**src/rtl/dpcu_params.svh**
```systemverilog
// dpcu_params.svh: bit positions, codes and reset values of the process-data command unit
// assumes: included by bare name from rtl files
`ifndef DPCU_PARAMS_SVH
`define DPCU_PARAMS_SVH

// control word bits
`define DPCU_CW_RELEASE 4
`define DPCU_CW_KEY_JOG 5
`define DPCU_CW_NO_LOOP 6
`define DPCU_CW_SW_LOOP 7
`define DPCU_CW_JOG_UP 8
`define DPCU_CW_JOG_DN 9
`define DPCU_CW_ACK 14
`define DPCU_CW_RESERVED_MASK 16'hBC00

// status bits
`define DPCU_ST_SUPPLY_OK 4
`define DPCU_ST_ABORTED 5
`define DPCU_ST_BLOCK 10
`define DPCU_ST_DISPLACED 11
`define DPCU_ST_BAD_TARGET 12
`define DPCU_ST_MOTOR_OK 13

// identifier word layout
`define DPCU_ID_TYPE_HI 15
`define DPCU_ID_TYPE_LO 12
`define DPCU_ID_SPARE 11
`define DPCU_ID_PNUM_HI 10

// request codes
`define DPCU_RQ_NONE 4'h0
`define DPCU_RQ_READ 4'h1
`define DPCU_RQ_WR_W 4'h2
`define DPCU_RQ_WR_D 4'h3
`define DPCU_RQ_RD_ARR 4'h6
`define DPCU_RQ_WR_ARR_W 4'h7
`define DPCU_RQ_WR_ARR_D 4'h8
`define DPCU_RQ_ARR_CNT 4'h9

// response codes
`define DPCU_RS_NONE 4'h0
`define DPCU_RS_WORD 4'h1
`define DPCU_RS_DWORD 4'h2
`define DPCU_RS_ARR_W 4'h4
`define DPCU_RS_ARR_D 4'h5
`define DPCU_RS_COUNT 4'h6
`define DPCU_RS_ERROR 4'h7

// error codes
`define DPCU_ER_BAD_PNUM 32'h0000_0000
`define DPCU_ER_READ_ONLY 32'h0000_0001
`define DPCU_ER_LIMIT 32'h0000_0002
`define DPCU_ER_SUBINDEX 32'h0000_0003
`define DPCU_ER_NOT_ARRAY 32'h0000_0004
`define DPCU_ER_WRONG_TYPE 32'h0000_0005
`define DPCU_ER_RESET_ONLY 32'h0000_0006
`define DPCU_ER_OP_STATE 32'h0000_0011
`define DPCU_ER_OTHER 32'h0000_0012

`define DPCU_CW_RESET 16'h0000
`define DPCU_ST_RESET 16'h0000

`endif

```
**src/rtl/dpcu_pkg.sv**
```systemverilog
// dpcu_pkg.sv: types shared by the process-data command unit
// assumes: constants come from dpcu_params.svh
package dpcu_pkg;

    // eight-byte parameter channel
    typedef struct packed {
        logic [15:0] param_ident_word;
        logic [15:0] array_subindex;
        logic [31:0] param_value_field;
    } dpcu_chan_t;

    // parameter table access port
    typedef struct packed {
        logic valid;
        logic write;
        logic is_array;
        logic count;
        logic dword;
        logic [10:0] param_number;
        logic [15:0] array_subindex;
        logic [31:0] value;
    } dpcu_preq_t;

    typedef struct packed {
        logic done;
        logic err;
        logic dword;
        logic [31:0] value;
    } dpcu_pans_t;

    typedef enum logic [3:0] {
        DPCU_IDLE = 4'h1,
        DPCU_WAIT = 4'h2,
        DPCU_HOLD = 4'h4,
        DPCU_ZERO = 4'h8
    } dpcu_pstate_t;

    typedef enum logic [2:0] {
        DPCU_RUN_IDLE = 3'h1,
        DPCU_RUN_MOVE = 3'h2,
        DPCU_RUN_SWLOOP = 3'h4
    } dpcu_rstate_t;

endpackage : dpcu_pkg

```
**src/rtl/dpcu_param_chan.sv**
```systemverilog
// dpcu_param_chan.sv: cyclic parameter request/response handler
// assumes: request arrives once per bus cycle on req_valid; table answers on ans.done
`timescale 1ns/10ps
`include "dpcu_params.svh"
module dpcu_param_chan (
    input wire logic clk,
    input wire logic rstn,
    input wire logic req_valid,
    input wire dpcu_pkg::dpcu_chan_t req,
    output dpcu_pkg::dpcu_chan_t resp,
    output dpcu_pkg::dpcu_preq_t tab_req,
    input wire dpcu_pkg::dpcu_pans_t tab_ans
);
    typedef struct packed {
        dpcu_pkg::dpcu_pstate_t st;
        dpcu_pkg::dpcu_chan_t held;
        dpcu_pkg::dpcu_chan_t resp;
        dpcu_pkg::dpcu_preq_t treq;
    } dpcu_pch_t;
    dpcu_pch_t s_q;
    dpcu_pch_t s_d;
    logic [3:0] rq;
    logic known;
    logic arr;
    logic wr;
    logic [3:0] ok_code;

    assign rq = req.param_ident_word[`DPCU_ID_TYPE_HI:`DPCU_ID_TYPE_LO];

    always_comb begin
        known = 1'b1;
        arr = 1'b0;
        wr = 1'b0;
        case (rq)
            `DPCU_RQ_READ: ;
            `DPCU_RQ_WR_W, `DPCU_RQ_WR_D: wr = 1'b1;
            `DPCU_RQ_RD_ARR, `DPCU_RQ_ARR_CNT: arr = 1'b1;
            `DPCU_RQ_WR_ARR_W, `DPCU_RQ_WR_ARR_D: begin
                arr = 1'b1;
                wr = 1'b1;
            end
            default: known = 1'b0;
        endcase
    end

    always_comb begin
        if (s_q.treq.count) begin
            ok_code = `DPCU_RS_COUNT;
        end else if (s_q.treq.is_array) begin
            ok_code = tab_ans.dword ? `DPCU_RS_ARR_D : `DPCU_RS_ARR_W;
        end else begin
            ok_code = tab_ans.dword ? `DPCU_RS_DWORD : `DPCU_RS_WORD;
        end
    end

    always_comb begin
        s_d = s_q;
        s_d.treq.valid = 1'b0;
        case (s_q.st)
            dpcu_pkg::DPCU_IDLE: begin
                if (req_valid && rq != `DPCU_RQ_NONE) begin
                    s_d.held = req;
                    if (!known || req.param_ident_word[`DPCU_ID_SPARE]) begin
                        s_d.resp.param_ident_word = {`DPCU_RS_ERROR, 1'b0,
                            req.param_ident_word[`DPCU_ID_PNUM_HI:0]};
                        s_d.resp.array_subindex = req.array_subindex;
                        s_d.resp.param_value_field = `DPCU_ER_OTHER;
                        s_d.st = dpcu_pkg::DPCU_HOLD;
                    end else begin
                        s_d.treq.valid = 1'b1;
                        s_d.treq.write = wr;
                        s_d.treq.is_array = arr;
                        s_d.treq.count = (rq == `DPCU_RQ_ARR_CNT);
                        s_d.treq.dword = (rq == `DPCU_RQ_WR_D) || (rq == `DPCU_RQ_WR_ARR_D);
                        s_d.treq.param_number = req.param_ident_word[`DPCU_ID_PNUM_HI:0];
                        s_d.treq.array_subindex = req.array_subindex;
                        s_d.treq.value = req.param_value_field;
                        s_d.st = dpcu_pkg::DPCU_WAIT;
                    end
                end
            end
            dpcu_pkg::DPCU_WAIT: begin
                if (tab_ans.done) begin
                    // identifier layout, spare sent as zero
                    s_d.resp.param_ident_word = {tab_ans.err ? `DPCU_RS_ERROR : ok_code,
                        1'b0, s_q.treq.param_number};
                    s_d.resp.array_subindex = s_q.treq.array_subindex;
                    // write echoes value; read value taken now
                    s_d.resp.param_value_field = tab_ans.value;
                    s_d.st = dpcu_pkg::DPCU_HOLD;
                end
            end
            dpcu_pkg::DPCU_HOLD: begin
                if (req_valid && req != s_q.held) begin
                    s_d.resp = '0;
                    s_d.st = dpcu_pkg::DPCU_ZERO;
                end
            end
            dpcu_pkg::DPCU_ZERO: begin
                s_d.resp = '0;
                s_d.st = dpcu_pkg::DPCU_IDLE;
            end
            default: s_d.st = dpcu_pkg::DPCU_IDLE;
        endcase
    end

    always_ff @(posedge clk) begin
        if (!rstn) begin
            s_q <= '0;
            s_q.st <= dpcu_pkg::DPCU_IDLE;
        end else begin
            s_q <= s_d;
        end
    end

    assign resp = s_q.resp;
    assign tab_req = s_q.treq;
endmodule : dpcu_param_chan

```
**src/rtl/dpcu_sync.sv**
```systemverilog
// dpcu_sync.sv: two-flop synchroniser for one asynchronous level
// assumes: clk is the unit clock, d comes from a pin
`timescale 1ns/10ps
module dpcu_sync (
    input wire logic clk,
    input wire logic rstn,
    input wire logic d,
    output logic q
);
    typedef struct packed {
        logic s1;
        logic s2;
    } dpcu_sync_t;
    dpcu_sync_t st_q;
    dpcu_sync_t st_d;

    always_comb begin
        st_d.s1 = d;
        st_d.s2 = st_q.s1;
    end

    always_ff @(posedge clk) begin
        if (!rstn) begin
            st_q <= '0;
        end else begin
            st_q <= st_d;
        end
    end

    assign q = st_q.s2;
endmodule : dpcu_sync

```
**src/rtl/dpcu_top.sv**
```systemverilog
// dpcu_top.sv: control-word decoder and parameter channel of a positioning drive
// assumes: process data from a same-clock fieldbus core; motion core and parameter
// table sit outside; supply_ok and motor_ok are pins
`timescale 1ns/10ps
`include "dpcu_params.svh"
module dpcu_top (
    input wire logic clk,
    input wire logic rstn,
    input wire logic cw_valid,
    input wire logic [15:0] control_word,
    input wire logic pos_cmd,
    input wire logic blocked,
    input wire logic displaced,
    input wire logic bad_target,
    input wire logic motion_done,
    input wire logic moving,
    input wire logic bus_active,
    input wire logic key_fwd,
    input wire logic key_bwd,
    input wire logic supply_ok_pin,
    input wire logic motor_ok_pin,
    output logic run_start,
    output logic run_abort,
    output logic no_loop,
    output logic swloop_start,
    output logic jog_fwd,
    output logic jog_bwd,
    output logic cw_reserved_err,
    output logic [15:0] status_bits,
    input wire logic pch_valid,
    input wire dpcu_pkg::dpcu_chan_t pch_req,
    output dpcu_pkg::dpcu_chan_t pch_resp,
    output dpcu_pkg::dpcu_preq_t tab_req,
    input wire dpcu_pkg::dpcu_pans_t tab_ans
);
    typedef struct packed {
        dpcu_pkg::dpcu_rstate_t run;
        logic [15:0] cw;
        logic [15:0] loop_cw;
        logic ack_seen_high;
        logic supply_latched_low;
        logic motor_latched_low;
        logic aborted;
        logic blk;
        logic disp;
        logic badt;
        logic run_start;
        logic run_abort;
        logic swloop_start;
        logic jog_fwd;
        logic jog_bwd;
        logic no_loop;
        logic rsv_err;
        logic [15:0] status;
    } dpcu_top_t;
    dpcu_top_t s_q;
    dpcu_top_t s_d;
    logic supply_ok;
    logic motor_ok;
    logic [15:0] cw_eff;
    logic rel;
    logic ack;
    logic ack_rise;
    logic ack_fall;
    logic run_cmd;
    logic active;

    // -------------------------------------------
    // pin synchronisers
    // -------------------------------------------
    dpcu_sync u_sync_supply (
        .clk(clk),
        .rstn(rstn),
        .d(supply_ok_pin),
        .q(supply_ok)
    );
    dpcu_sync u_sync_motor (
        .clk(clk),
        .rstn(rstn),
        .d(motor_ok_pin),
        .q(motor_ok)
    );

    // -------------------------------------------
    // control word
    // -------------------------------------------
    assign cw_eff = cw_valid ? control_word : s_q.cw;
    assign rel = cw_eff[`DPCU_CW_RELEASE];
    assign ack = cw_eff[`DPCU_CW_ACK];
    assign ack_rise = ack && !s_q.cw[`DPCU_CW_ACK];
    assign ack_fall = !ack && s_q.cw[`DPCU_CW_ACK];
    // new run command: positioning request or fresh jog with release
    assign run_cmd = rel && (pos_cmd
        || (cw_eff[`DPCU_CW_JOG_UP] && !s_q.cw[`DPCU_CW_JOG_UP])
        || (cw_eff[`DPCU_CW_JOG_DN] && !s_q.cw[`DPCU_CW_JOG_DN]));
    assign active = moving || s_q.run != dpcu_pkg::DPCU_RUN_IDLE || run_cmd;

    always_comb begin
        s_d = s_q;
        s_d.cw = cw_eff;
        s_d.run_start = 1'b0;
        s_d.run_abort = 1'b0;
        s_d.swloop_start = 1'b0;
        // reserved bits flagged, not acted on
        s_d.rsv_err = |(cw_eff & `DPCU_CW_RESERVED_MASK);
        s_d.no_loop = cw_eff[`DPCU_CW_NO_LOOP];
        // key jog with enable and no release while bus active; keys jog directly when bus inactive
        // bus jog bits mirror keys, need release
        s_d.jog_fwd = (bus_active && cw_eff[`DPCU_CW_KEY_JOG] && !rel && key_fwd)
            || (!bus_active && key_fwd)
            || (rel && !cw_eff[`DPCU_CW_KEY_JOG] && cw_eff[`DPCU_CW_JOG_UP]);
        s_d.jog_bwd = (bus_active && cw_eff[`DPCU_CW_KEY_JOG] && !rel && key_bwd)
            || (!bus_active && key_bwd)
            || (rel && !cw_eff[`DPCU_CW_KEY_JOG] && cw_eff[`DPCU_CW_JOG_DN]);
        case (s_q.run)
            dpcu_pkg::DPCU_RUN_IDLE: begin
                if (cw_eff[`DPCU_CW_SW_LOOP] && !s_q.cw[`DPCU_CW_SW_LOOP]) begin
                    s_d.swloop_start = 1'b1;
                    s_d.loop_cw = cw_eff;
                    s_d.run = dpcu_pkg::DPCU_RUN_SWLOOP;
                end else if (pos_cmd && rel) begin
                    s_d.run_start = 1'b1;
                    s_d.run = dpcu_pkg::DPCU_RUN_MOVE;
                end
            end
            dpcu_pkg::DPCU_RUN_MOVE: begin
                if (!rel) begin
                    s_d.run_abort = 1'b1;
                    s_d.aborted = 1'b1;
                    s_d.run = dpcu_pkg::DPCU_RUN_IDLE;
                end else if (motion_done) begin
                    s_d.run = dpcu_pkg::DPCU_RUN_IDLE;
                end
            end
            dpcu_pkg::DPCU_RUN_SWLOOP: begin
                if (cw_eff != s_q.loop_cw) begin
                    s_d.run_abort = 1'b1;
                    s_d.aborted = 1'b1;
                    s_d.run = dpcu_pkg::DPCU_RUN_IDLE;
                end else begin
                    s_d.jog_fwd = 1'b0;
                    s_d.jog_bwd = 1'b0;
                    s_d.no_loop = s_q.no_loop;
                    if (motion_done) s_d.run = dpcu_pkg::DPCU_RUN_IDLE;
                end
            end
            default: s_d.run = dpcu_pkg::DPCU_RUN_IDLE;
        endcase

        // ack rise or new run clears flags
        if (run_cmd || ack_rise) begin
            s_d.aborted = s_d.run_abort;
            s_d.blk = 1'b0;
            s_d.disp = 1'b0;
            s_d.badt = 1'b0;
        end
        // set wins over clear
        if (blocked) s_d.blk = 1'b1;
        if (displaced) s_d.disp = 1'b1;
        if (bad_target) s_d.badt = 1'b1;

        if (ack_rise) s_d.ack_seen_high = 1'b1;
        if (ack_fall && s_q.ack_seen_high) begin
            s_d.ack_seen_high = 1'b0;
            s_d.supply_latched_low = 1'b0;
            s_d.motor_latched_low = 1'b0;
        end
        if (run_cmd && supply_ok) s_d.supply_latched_low = 1'b0;
        if (run_cmd && motor_ok) s_d.motor_latched_low = 1'b0;
        // latch failure while active, ack low
        if (!ack && active && !supply_ok) s_d.supply_latched_low = 1'b1;
        if (!ack && active && !motor_ok) s_d.motor_latched_low = 1'b1;
        if (ack) begin
            s_d.supply_latched_low = 1'b0;
            s_d.motor_latched_low = 1'b0;
        end

        s_d.status = `DPCU_ST_RESET;
        s_d.status[`DPCU_ST_SUPPLY_OK] = supply_ok && !s_d.supply_latched_low;
        s_d.status[`DPCU_ST_MOTOR_OK] = motor_ok && !s_d.motor_latched_low;
        s_d.status[`DPCU_ST_ABORTED] = s_d.aborted;
        s_d.status[`DPCU_ST_BLOCK] = s_d.blk;
        s_d.status[`DPCU_ST_DISPLACED] = s_d.disp;
        s_d.status[`DPCU_ST_BAD_TARGET] = s_d.badt;
    end

    always_ff @(posedge clk) begin
        if (!rstn) begin
            s_q <= '0;
            s_q.run <= dpcu_pkg::DPCU_RUN_IDLE;
        end else begin
            s_q <= s_d;
        end
    end

    assign run_start = s_q.run_start;
    assign run_abort = s_q.run_abort;
    assign no_loop = s_q.no_loop;
    assign swloop_start = s_q.swloop_start;
    assign jog_fwd = s_q.jog_fwd;
    assign jog_bwd = s_q.jog_bwd;
    assign cw_reserved_err = s_q.rsv_err;
    assign status_bits = s_q.status;

    // -------------------------------------------
    // parameter channel
    // -------------------------------------------
    // eight-byte channel
    dpcu_param_chan u_pch (
        .clk(clk),
        .rstn(rstn),
        .req_valid(pch_valid),
        .req(pch_req),
        .resp(pch_resp),
        .tab_req(tab_req),
        .tab_ans(tab_ans)
    );
endmodule : dpcu_top

```
**config.mk**
```make
export PLATFORM = sky130hd
export DESIGN_NAME = dpcu_top
export DESIGN_NICKNAME = d
export VERILOG_FILES = /design/src/rtl/dpcu_pkg.sv /design/src/rtl/dpcu_param_chan.sv /design/src/rtl/dpcu_sync.sv /design/src/rtl/dpcu_top.sv
export VERILOG_INCLUDE_DIRS = /design/src /design/src/rtl
export SDC_FILE = /design/constraint.sdc
export NUM_CORES = 1
export LEC_CHECK = 0
export ABC_AREA = 1
export BUFFER_PORTS_ARGS = -buffer_cell sky130_fd_sc_hd__buf_2
export CORE_MARGIN = 4
export CORE_UTILIZATION = 25
export DETAILED_ROUTE_END_ITERATION = 10
export SLEW_MARGIN = 0
export SYNTH_ARGS = -nofsm -noshare
export SYNTH_HDL_FRONTEND = slang
export SYNTH_HIERARCHICAL = 1
export SYNTH_SLANG_ARGS = --single-unit
```
**constraint.sdc**
```tcl
create_clock -name clk -period 2.65 [get_ports clk]
set_clock_uncertainty 0.1 [all_clocks]
set_input_delay 0.1325 -clock clk [delete_from_list [all_inputs] [get_ports clk]]
set_output_delay 0.1325 -clock clk [all_outputs]
set_load 0.005 [all_outputs]
```
==> results.txt, run 1 <==
The number of cell rows came out at 80. The cell area reported after detailed placement came out at approximately 0.013 mm^2. The count of unique library cells instantiated by Yosys is 38. The violation count after the first detailed-route iteration is between 600 and 700. For this run, the leading register cell type out of synthesis is dfxtp_1. The worst setup path category is primary input to flip-flop. The power density normalized to cell area came out at 751 mW/mm^2.

281 I/O pins were placed. STA classifies the critical path startpoint as a primary input. The initial cell density of the core came out at 25.4%. The via total after detailed routing came out at between 10000 and 15000. In the final routed layout, each cell accounts on average for about 14 um. Across the run, the number of max-cap violations was 0. The first-pass iteration count of the detailed router came out at 5. The number of instances in the synthesized netlist is roughly 1800. The area of the mapped netlist is between 0.01 and 0.015 mm^2. The fraction of final layout cells with drive strength greater than 1 came out at about 18%. The H-tree depth reported by CTS is 1. The root buffer cell chosen for the clock tree is clkbuf_16. For this design the static power due to leakage is approximately 7.5 nW.

The worst supply voltage drop on vdd is 0.508 mV. The origin of the critical flop-to-flop path is u_pch/s_q[192]. The critical path starts at cw_valid. The floorplan die height came out at approximately 230 um.

In this design, the critical path's most frequently occurring cell is nand2_1. The floorplan step defined a die boundary enclosing between 0.05 and 0.06 mm^2. The first global-routing pass estimated 58.8 mm of wire. The worst path buffer plus inverter count is 6. The via count of the first global-routing pass came out at 11353. Setup repair after global routing left no endpoint under its margin. Along the worst path, the maximum fanout reaches 19. The synthesized design contains 0 enable-type register cells.

Post-CTS timing repair inserted 0 buffers for setup. The routed wire length is 36.8 mm. After synthesis, flip-flops and latches occupy about two fifths of the total area. The die width is ~230 um.

The signal on the critical path passes through dlygate4sd3_1 -> buf_2 -> inv_2 -> nand2_1 -> nand2_1 -> inv_2 -> o21ai_0 -> a32o_1 -> dlygate4sd3_1 -> nand2_1 -> inv_1. The overall track demand over capacity in global routing came out at 13.5%. The final RePlAce weighted congestion came out at between 0.7 and 0.8.

The CTS tree is yes. Of all flip-flops after synthesis, the portion carrying an async set or reset was 0%. The final number of setup-violating endpoints came out at 0. The instance count along the most critical hold path is 5. The maximum cell stage delay along the critical path came out at approximately 0.56 ns. The clock slew seen by the registers of the worst setup and hold paths is roughly 0.060 ns. The later-pin clock latency in the skew report came out at about 0.56 ns. During placement, the flow inserted port buffers numbering 268. After global routing the overflow that remains totals 0.

The share of the clock period used by the worst path is between 80% and 90%. In this design, the largest share of critical-path delay is due to buffers and inverters. For this design, the sink count on the clock tree is 249. The number of gates resized after cts came out at 0. The sum of negative setup slack is 0 ns.

The register bit total from synthesis is 249. The count of fill cells added during filler insertion is between 5000 and 6000. The core region area came out at 0.0479 mm^2. With fillers left out, the area of the finished cells amounts to between 0.015 and 0.02 mm^2.

In the routed layout, each cell is associated on average with a via count of approximately 4.4. The number of buffers on the longest clock path came out at 3. The initial antenna violation count came out at 3. The largest net degree at the start of global routing came out at slightly above 100.

The number of hold buffers added after cts is about 130. The startpoint identified for the worst hold timing path is pch_valid. For the pin with the worst max-slew slack, the measured transition is between 1 and 1.5 ns. The total CTS buffers is 30. The normalized max-slew margin came out at between 30% and 40%. The flow ran to the end, and the final reports show no timing, DRC or antenna violations. The worst register-to-register path has a depth of 8. The number of routed nets with antenna violations came out at 0.

The count of final hold-check violations is 0. The type of the tightest min-delay check is primary input to flip-flop. The fmax came out at roughly 440 MHz. The required time of the critical path came out at 3.06 ns. The synthesized area per cell is around 7 um^2. The HPWL after detailed placement is between 20 and 25 mm. The total number of yosys warnings came out at 6. Once layout is complete, the utilization of the core stands at between 30% and 40%. The clock period minus final worst setup slack is about 2.3 ns.

The cell with the biggest individual delay on the critical path is dlygate4sd3_1. The count of cell instances traversed by the critical path is 11. The arrival time of the worst setup path is 2.70 ns. The number of nets in the finished design came out at approximately 2100. The area growth from synthesis to layout is 25.8%. The number of max-slew violations in the final report is 0. The worst setup path is captured at a flip-flop. The total DRC errors in the routed layout is 0.
-- sequential cells by signal, summed over array words and instances, names as in the netlist, 6 cells and up --
name           cells
u_pch/tab_req     64
status_bits        6
s_q               38
u_pch/s_q         68
u_pch/resp        62
-- final timing paths --
check                                      end  slack (ns)
worst max-delay path                   jog_fwd        0.36
worst min-delay path            u_pch/s_q[192]        0.07
worst max register to register  u_pch/resp[44]        0.37
worst min register to register  u_sync_motor/q        0.32
-- kinds of logic after synthesis --
logic type / Yosys count / share of synthesized area (%)
DFF: 249 / 40.9
xor gates and xnor gates: 10 / 0.718
AOI/OAI and AO/OA: 328 / 14.6
other: 2 / 0.0616
adders and majority gates: 1 / 0.103
and+or+nand+nor: 752 / 25.3
buffers and inverters: 429 / 18.4
-- through the flow --
| stage | hold WS, ns | instances | worst slack (ns) | power, mW |
|---|---|---|---|---|
| after global routing | 0.0635 | 2631 | 0.0975 | 12.3 |
| after detailed placement | 0.232 | 2446 | 0.337 | 7.35 |
| after floorplan | 0.126 | 1781 | 0.779 | 6.83 |
| after global placement | 0.221 | 2446 | 0.367 | 7.26 |
| final | 0.0723 | 2633 | 0.360 | 11.5 |
| after CTS | 0.0251 | 2631 | 0.319 | 11.7 |
-- area by class of cell --
class                   count  area [um^2]  area share, %
multi-input cells        1103         5030           32.8
clock inverters            12          106          0.693
inverters                 192          721           4.70
diodes                      2         5.00         0.0326
well taps                 615          769           5.02
repair buffers            416         2830           18.5
flip-flops and latches    249         4980           32.5
clock buffers              44          895           5.83
-- per-layer routing --
layer  vias to the layer above  global-route usage, %  share of wire [%]
met3                        83                   3.13                5.7
met1                      5344                   16.8                 44
met2                       319                   22.7                 46
li1                       5940                      -                  -
met4                         2                   5.17                3.8
met5                         -                      0              0.035
-- placed cells by master (no fill, tap or decap), types with 4 or more instances in the layout --
cell and n:
clkbuf_8 7, buf_2 267, nand3_1 148, conb_1 12, nor3_1 9, clkinv_2 5, inv_2 9, nand2_1 412
dfxtp_1 249, a211oi_1 9, inv_1 183, buf_12 4, buf_4 15, clkinv_4 4, clkbuf_16 31, a21oi_1 149
clkbuf_1 6, nor2_1 164, o21ai_0 130, dlygate4sd3_1 129, a22oi_1 27, xor2_1 10
-- synth_stat cells, types with 2 or more instances --
master / count / area share, %
a211oi_1: 9 / 0.55
a21oi_1: 149 / 6.1
a22oi_1: 27 / 1.7
a31oi_1: 3 / 0.15
a32o_1: 2 / 0.16
buf_1: 6 / 0.18
buf_2: 19 / 0.78
buf_4: 145 / 8.9
buf_6: 8 / 0.74
clkbuf_1: 59 / 1.8
conb_1: 2 / 0.062
dfxtp_1: 249 / 41
inv_1: 183 / 5.6
inv_2: 9 / 0.28
nand2_1: 413 / 13
nand3_1: 148 / 6.1
nand3b_1: 3 / 0.18
nand4_1: 3 / 0.15
nor2_1: 166 / 5.1
nor2_2: 2 / 0.10
nor3_1: 9 / 0.37
o21ai_0: 130 / 5.3
o21ai_1: 2 / 0.082
o31ai_1: 2 / 0.12
xor2_1: 10 / 0.72
-- tightest hold or removal path: stages --
cell      delay [ns]
buf_2           0.12
o31ai_1         0.10
buf_4           0.16
nand2_1         0.06
o311ai_0        0.10
-- power by group --
group          total (mW)  internal [mW]  switching, mW  leakage (nW)
logic                2.85           1.15           1.70          4.95
registers            4.58           4.28          0.293          2.05
clock network        4.10           2.44           1.66         0.494
No activity file was read; power rests on OpenSTA's default activity.
==> run 2, diff against run 1 <==
--- a/config.mk
+++ b/config.mk
@@ -6,11 +6,11 @@
 export SDC_FILE = /design/constraint.sdc
 export NUM_CORES = 1
 export LEC_CHECK = 0
-export ABC_AREA = 1
 export BUFFER_PORTS_ARGS = -buffer_cell sky130_fd_sc_hd__buf_2
 export CORE_MARGIN = 4
 export CORE_UTILIZATION = 25
 export DETAILED_ROUTE_END_ITERATION = 10
+export HOLD_SLACK_MARGIN = 0.06
 export SLEW_MARGIN = 0
 export SYNTH_ARGS = -nofsm -noshare
 export SYNTH_HDL_FRONTEND = slang
==> run 2 against run 1 <==
  * Clock power increased by 5%
  * Non-clock buffer count increased by 21
  * Synthesized cell count decreased by 22%
  * Total power increased by 3.0%
  * Die area decreased by 1.2%
  * Setup slack got worse by 0.20 ns
  * Hold slack improved by 0.093 ns
  * Cell count decreased by 14%
  * Utilization increased by 0.41 points
  * Sequential share of layout area decreased by 0.21 points
  * Critical path type is now flip-flop to flip-flop
  * Largest power group unchanged
==> results.txt, run 2 <==
The synthesized-area fraction occupied by and/or/nand/nor cells was 18.3% (-7.1 points). The transition at the pin with the smallest max-transition slack is 1.02 ns (-0.0155 ns). The number of violations of the max-capacitance limit came out at 0 (unchanged). The aggregate global routing overflow was 0 (unchanged). The floorplan die height came out at 227 um (-0.60%). The first-pass iteration count of the detailed router is 5 (unchanged). The initial antenna violation count is 3 (unchanged). The sink of the worst hold path is u_pch/s_q[192]. The violation count after the first detailed-route iteration is 421 (-35%).

The depth of the most critical reg-to-reg path came out at 8 (unchanged). The global-route wire length before repair is 54.3 mm (-7.7%). The flip-flop count of the largest register after layout is 68 (unchanged). The area of the mapped netlist came out at 0.0120 mm^2 (-1.2%). The commonest cells after synthesis are nand2_1, dfxtp_1, buf_4, a21boi_0, clkbuf_1. In this run the critical register-to-register path is launched from u_pch/s_q[190]. The flow ran to the end, and the final reports show no timing, DRC or antenna violations. The count of buffers from port buffering is 268 (unchanged).

The routed wire length is 36.3 mm (-1.6%). The proportion of synthesized chip area in sequential cells came out at 41.4% (+0.51 points). The mux cell area share after synthesis is 6.96% (+7.0 points).

The fmax came out at 401 MHz (-8.1%). The most used standard cell by instance count after synthesis is nand2_1. The die width came out at 227 um (-0.60%). The sum of negative setup slack is 0 ns (unchanged). The final worst-path setup slack is 0.158 ns (-0.202 ns). The adder and majority cell fraction of the synthesized area is 0.104% (+0.0013 points).

The most used cell along the critical path is buf_12. The overall track demand over capacity in global routing is 13.2% (-0.28 points). The initial cell density of the core is 25.3% (-0.15 points). The area growth from synthesis to layout is 28.2%. The share of the clock period used by the worst path was 94.0% (+7.6 points). The arrival time of the worst setup path is 2.87 ns (+0.17 ns). The worst setup path is launched from a flip-flop. The total DRC errors in the routed layout is 0 (unchanged).

The number of buffers on the longest clock path came to 3 (unchanged). The required time of the critical path was 3.03 ns (-0.03 ns). The count of unique library cells instantiated by Yosys came out at 57 (+50%). The library cell used most frequently in the layout, excluding fill and tap cells, is nand2_1. The worst setup path is captured at a flip-flop.

The largest driver fanout on the critical path is 28 (+9). The fraction of final layout cells with drive strength greater than 1 is 23.1% (+5.3 points). The power density normalized to cell area is 769 mW/mm^2 (+2.3%). The clock period minus final worst setup slack came out at 2.49 ns (+0.202 ns). The most used flip-flop cell after synthesis is dfxtp_1.

The final number of setup-violating endpoints came to 0 (unchanged). Counting flops per register, the top entry is u_pch/s_q. The total CTS buffers came out at 30 (unchanged). Walking the worst path, the cells encountered are xor2_1 -> nor4_1 -> nand4_1 -> o31a_1 -> a21oi_4 -> buf_12 -> buf_12 -> mux2i_1. The start point of the worst hold path is rstn. The total inserted antenna cells came to 0 (-2).

Setup repair after global routing left no endpoint under its margin. The number of flops mapped to enable cells by yosys is 0 (unchanged). The normalized max-slew margin came out at 31.9% (+1.0 points).

The number of nets in the finished design came out at 1762 (-17%). The register-to-register setup slack came out at 0.16 ns (-0.21 ns). By area the synthesized netlist is led by dfxtp_1, nand2_1, buf_4. The count of final hold-check violations came to 0 (unchanged). The maximum cell stage delay along the critical path came out at 0.45 ns (-0.11 ns). The number of instances in the placed design came to 2078 (-15%).

The half-perimeter wire length after placement is 24.9 mm (about the same). Among all stages on the critical path, the largest delay is contributed by nor4_1. The worst supply voltage drop on vdd came out at 0.396 mV (-22%). TritonCTS built the clock tree. The final RePlAce weighted congestion is 0.778 (-0.87%). The total number of yosys warnings was 6 (unchanged).

The register bit total from synthesis was 249 (unchanged). The count of fill cells added during filler insertion is 4924 (-2.0%). The final non-filler cell total came out at 2270 (-14%). The via count of the first global-routing pass came out at 9497 (-16%). The post-synthesis share of cell area spent on xor and xnor gates came out at 6.22% (+5.5 points). The H-tree depth reported by CTS is 1 (unchanged). The later-pin clock latency in the skew report was 0.57 ns (about the same). The wire length per cell after detailed routing came to 16.0 um (+14%).

The largest net degree at the start of global routing is 126 (+25%). The count of pins on the block boundary came to 281 (unchanged). The synthesized area per cell is 8.71 um^2 (+27%). The worst setup path category is flip-flop to flip-flop. The number of cell rows came to 80 (unchanged). The total design power was 11.9 mW (+3.0%). The worst register-to-register path ends at u_pch/resp[3]. The via density per instance is 4.31 (-3.0%). The largest family of logic cells by synthesized area is simple AND/OR/NAND/NOR gates.

The synthesized design spends more area on one cell type than any other, namely dfxtp_1. The via total after detailed routing came out at 9776 (-16%). The compound-cell area share of the yosys netlist came out at 13.9% (-0.66 points). The number of sinks driven by the clock tree came out at 249 (unchanged).

The area fraction of the dominant cell type after synthesis is 41.4% (+0.51 points). The worst slack at placement came out at -0.0314 ns (-0.369 ns). In this run the worst hold path is classified as primary input to flip-flop.

The async set-reset flop share out of synthesis is 0% (unchanged). The number of instances in the synthesized netlist came out at 1382 (-22%). The clock root buffer is clkbuf_16. The area of the die is 0.0517 mm^2 (-1.2%). The core region area is 0.0476 mm^2 (-0.63%). The clock slew seen by the registers of the worst setup and hold paths came out at 0.06 ns (about the same). The cell leakage power came out at 6.70 nW (-10%).

The number of max-slew violations in the final report is 0 (unchanged). The top cell types in the final layout, fill and taps aside, are nand2_1, buf_2, dfxtp_1. The instance count along the most critical hold path was 2 (-3). The number of routed nets with antenna violations was 0 (unchanged).
## run 2: cell types whose count changed in the layout (fill, tap and decap cells not counted), moves of 20 or more
| cell | delta |
|---|---|
| xnor2_1 | +46 |
| mux2i_1 | +68 |
| o21ai_0 | -116 |
| nor2b_1 | +20 |
| inv_1 | -178 |
| nand3_1 | -112 |
| a22oi_1 | -27 |
| a21oi_1 | -132 |
| a21boi_0 | +124 |
| nor2_1 | -147 |
| xor2_1 | +24 |
| a22o_1 | +27 |
| nand2_1 | -45 |
## run 2: power breakdown
part	switching, mW	total, mW	internal [mW]	leakage, nW
Combinational	1.69	3.10	1.41	4.16
Sequential	0.285	4.48	4.20	2.03
Clock	1.71	4.29	2.58	0.514
Total	3.69	11.9	8.18	6.70
## run 2: cells by family after synthesis
group / Yosys count
compound gates: 222
simple gates: 511
flops: 249
fa+ha+maj: 1
other cells: 2
buf+inv: 235
xor+xnor: 83
mux: 79
## run 2: worst max path at each step
stage / startpoint / endpoint / slack (ns)
after floorplan: u_pch/s_q[188] / u_pch/resp[0] / 0.63
after CTS: u_pch/s_q[181] / u_pch/resp[3] / 0.05
after global placement: u_pch/s_q[170] / u_pch/resp[0] / 0.009
after global routing: u_pch/s_q[176] / u_pch/resp[3] / 0.02
after detailed placement: u_pch/s_q[181] / u_pch/resp[3] / -0.03
final: u_pch/s_q[190] / u_pch/resp[3] / 0.16
## run 2: layout make-up
cell class	count	area (um^2)	area share (%)
Clock buffer	39	855	5.54
Inverter	5	18.8	0.122
Sequential cell	249	4980	32.3
Tap cell	615	769	4.98
Multi-Input combinational cell	908	5560	36.0
Timing Repair Buffer	437	3060	19.8
Clock inverter	17	193	1.25
## run 2: per-layer routing
layer,GRT usage [%],share of wire (%),up-vias
met2,23.3,49,245
li1,-,-,4936
met3,2.89,5.9,42
met4,2.85,1.5,6
met5,0,0.11,-
met1,16.6,44,4547
## run 2: critical path: cells and delay by family (launching register included)
family	cells	cell delay, ns
buffers and inverters	2	0.35
AO/OA/AOI/OAI	2	0.51
flip-flops	1	0.32
XOR/XNOR	1	0.19
AND/OR/NAND/NOR	2	0.64
multiplexers	1	0.26
## run 2: timing repair
action / CTS / global route
endpoints found under the hold margin: 244 / 0
pin swaps: 1 / 2
resized for setup: 0 / 2
hold buffers: 135 / 0
buffers inserted: 1 / 0
setup endpoints to repair: 39 / 16
## run 2: metrics by stage
step | hold WS (ns) | utilization (%) | cell area, um^2
after floorplan | 0.146 | - | 12100
after global placement | 0.262 | 27.3 | 13000
after detailed placement | 0.245 | 27.3 | 13000
after CTS | 0.0925 | 32.4 | 15400
after global routing | 0.164 | 32.4 | 15400
final | 0.166 | 32.4 | 15400
==> run 3, diff against run 2 <==
--- a/config.mk
+++ b/config.mk
@@ -11,6 +11,7 @@
 export CORE_UTILIZATION = 25
 export DETAILED_ROUTE_END_ITERATION = 10
 export HOLD_SLACK_MARGIN = 0.06
+export RECOVER_POWER = 25
 export SLEW_MARGIN = 0
 export SYNTH_ARGS = -nofsm -noshare
 export SYNTH_HDL_FRONTEND = slang
==> run 3 against run 2 <==
  * Sequential power barely moved
  * Sequential share of layout area rose by 0.21 points
  * Design area fell by 0.63%
  * Maximum frequency fell by 1.1%
  * Wire length rose by 0.20%
  * Flip-flop and latch count did not move
  * Non-clock buffer count did not move
  * Clock power barely moved
  * Clock-buffer cell count did not move
  * Critical path depth did not move
  * Cell count did not move
  * Largest cell class unchanged
==> results.txt, run 3 (synthesized netlist as in run 2, its figures left out) <==
The fraction of final layout cells with drive strength greater than 1 came out at 19.0% (-4.1 points). Setup repair after global routing left no endpoint under its margin. The register-to-register setup slack came out at 0.13 ns (-0.03 ns). The count of pins on the block boundary is 281 (unchanged). The wire length on met3 came out at 2.10 mm (-1.1%).

The critical path in this run is classified as flip-flop to flip-flop. The final number of setup-violating endpoints is 0 (unchanged). The instance count along the most critical hold path came out at 3 (+1). The number of routed nets with antenna violations is 0 (unchanged). The number of violations of the max-capacitance limit is 0 (unchanged). The start point of the worst hold path is rstn. The via count of the first global-routing pass is 9497 (unchanged). The required time of the critical path came to 3.03 ns (about the same).

The worst supply voltage drop on vdd is 0.398 mV (+0.51%). The total CTS buffers came out at 30 (unchanged). The number of nets in the finished design came out at 1762 (unchanged). The uppermost layer routed is met5. The aggregate global routing overflow came to 0 (unchanged).

The routed wire length is 36.3 mm (+0.20%). The largest driver fanout on the critical path came out at 28 (unchanged). The worst register-to-register path ends at u_pch/resp[3].

The fmax is 397 MHz (-1.1%). The total inserted antenna cells is 0 (unchanged). The initial cell density of the core is 25.3% (unchanged).

The cell area reported after detailed placement came out at 0.0130 mm^2 (unchanged). The count of buffers from port buffering is 268 (unchanged). The H-tree depth reported by CTS is 1 (unchanged). In this run the clock root is driven by a clkbuf_16. The worst setup path is captured at a flip-flop.

The maximum cell stage delay along the critical path is 0.50 ns (+0.05 ns). The cell leakage power came to 6.44 nW (-3.9%). The detailed-route wire length on metal 1 is 16.0 mm (+0.55%). The via density per instance is 4.32 (+0.42%). The power density normalized to cell area came out at 773 mW/mm^2 (+0.47%). The die width came out at 227 um (unchanged). u_pch/s_q holds more flip-flops than any other register.

The first-pass iteration count of the detailed router is 5 (unchanged). The number of max-slew violations in the final report is 0 (unchanged). The sum of negative setup slack came out at 0 ns (unchanged).

The clock slew seen by the registers of the worst setup and hold paths came out at 0.06 ns (about the same). The violation count after the first detailed-route iteration is 430 (+2.1%). Counting stages on the worst path, the most repeated cell is buf_12. The count of final hold-check violations came out at 0 (unchanged). The part of the total power dissipated in the clock network is 36.2% (about the same). The later-pin clock latency in the skew report came out at 0.57 ns (about the same). The normalized max-slew margin came out at 32.2% (+0.26 points).

The run finished with clean final reports. The via total after detailed routing came out at 9817 (+0.42%). Compared with the post-synthesis result, the final layout area differs by 27.4%. The origin of the critical flop-to-flop path is u_pch/s_q[152]. The final hold slack came out at 0.167 ns (+0.000942 ns).

The number of instances in the placed design came out at 2078 (unchanged). The fraction of power spent switching nets came out at 31.2% (+0.095 points). The half-perimeter wire length after placement is 24.9 mm (unchanged). The final non-filler cell total is 2270 (unchanged). The core region area is 0.0476 mm^2 (unchanged). The flip-flop count of the largest register after layout came out at 68 (unchanged). The number of buffers on the longest clock path is 3 (unchanged).

The global-route wire length before repair came out at 54.3 mm (unchanged). The fraction of power consumed by sequential logic came out at 37.8% (about the same). The design area was 0.0153 mm^2 (-0.63%). The clock period minus final worst setup slack is 2.52 ns (+0.0283 ns). The most common library cell in the layout ignoring fill and taps is nand2_1. TritonCTS built the clock tree.

The top cell types in the final layout, fill and taps aside, are nand2_1, dfxtp_1, buf_2. The area of the die is 0.0517 mm^2 (unchanged). The largest net degree at the start of global routing is 126 (unchanged). The number of cell rows is 80 (unchanged). The depth of the most critical reg-to-reg path came out at 8 (unchanged).

The arrival time of the worst setup path came out at 2.90 ns (+0.03 ns). The transition at the pin with the smallest max-transition slack was 1.02 ns (-0.00386 ns). The type of the tightest min-delay check is primary input to flip-flop. The initial antenna violation count is 3 (unchanged). The routed length on met2 came to 17.7 mm (+0.20%).

The overall track demand over capacity in global routing is 13.2% (unchanged). The share of the clock period used by the worst path is 95.1% (+1.1 points). The final RePlAce weighted congestion came out at 0.778 (unchanged). The total DRC errors in the routed layout came to 0 (unchanged). On the critical path, the stage with the largest delay is an instance of nor4_1. The power dissipated by switching net loads came to 3.69 mW (+0.14%). The total design power came out at 11.9 mW (-0.16%).

The wire length per cell after detailed routing is 16.0 um (+0.20%). The critical path goes through xor2_1 -> nor4_1 -> nand4_1 -> o31a_1 -> a21oi_4 -> buf_12 -> buf_12 -> mux2i_1. The combinational share of power is 25.9% (-0.2 points).

The floorplan die height is 227 um (unchanged). The number of sinks driven by the clock tree came out at 249 (unchanged). The internal power is 8.16 mW (-0.30%).

The critical path startpoint category is a flip-flop. The sink of the worst hold path is status_bits[4].
-- run 3: layout make-up --
type | count | area, um^2
timing repair buffer | 437 | 2970
tap | 615 | 769
multi-input combinational | 908 | 5550
sequential | 249 | 4980
fill | 4956 | 32300
clock inverter | 17 | 193
clock buffer | 39 | 855
inverter | 5 | 18.8
-- run 3: how the worst max path moves through the flow --
stage	from	end	cells after the start
2_1_floorplan	u_pch/s_q[188]	u_pch/resp[0]	9
3_3_place_gp	u_pch/s_q[170]	u_pch/resp[0]	8
3_5_place_dp	u_pch/s_q[181]	u_pch/resp[3]	8
4_1_cts	u_pch/s_q[181]	u_pch/resp[3]	9
5_1_grt	u_pch/s_q[176]	u_pch/resp[3]	9
6_report	u_pch/s_q[152]	u_pch/resp[3]	8
-- run 3: layer usage --
| metal | global-route usage [%] | up-vias |
|---|---|---|
| met5 | 0 | - |
| met4 | 2.85 | 6 |
| met3 | 2.89 | 39 |
| met2 | 23.3 | 242 |
| met1 | 16.6 | 4597 |
| li1 | - | 4933 |
-- run 3: power by group through the flow --
stage	Sequential [mW]	Combinational, mW	Clock, mW
after floorplan	4.50	2.40	0
after global placement	4.54	2.86	0
after detailed placement	4.56	2.91	0
after CTS	4.48	3.14	4.46
after global routing	4.54	3.37	4.58
final	4.48	3.08	4.29
-- run 3: stage by stage --
step / worst slack, ns / utilization (%)
after detailed placement: -0.0314 / 27.3
final: 0.129 / 32.2
after global placement: 0.00920 / 27.3
after CTS: 0.0538 / 32.4
after global routing: 0.0225 / 32.2
after floorplan: 0.627 / -
-- run 3: worst max-delay path: cells and delay by family (launching register included) --
| family | cells | cell delay [ns] |
|---|---|---|
| buf+inv | 2 | 0.35 |
| simple gates | 2 | 0.70 |
| xor+xnor | 1 | 0.16 |
| flops | 1 | 0.32 |
| compound gates | 2 | 0.51 |
| mux | 1 | 0.25 |
-- run 3: timing repair --
item | in CTS | in global routing
gates resized for setup | 0 | 2
endpoints found under the setup margin | 39 | 16
hold buffers | 135 | 0
endpoints found under the hold margin | 244 | 0
buffers inserted | 1 | 0
pin swaps | 1 | 2
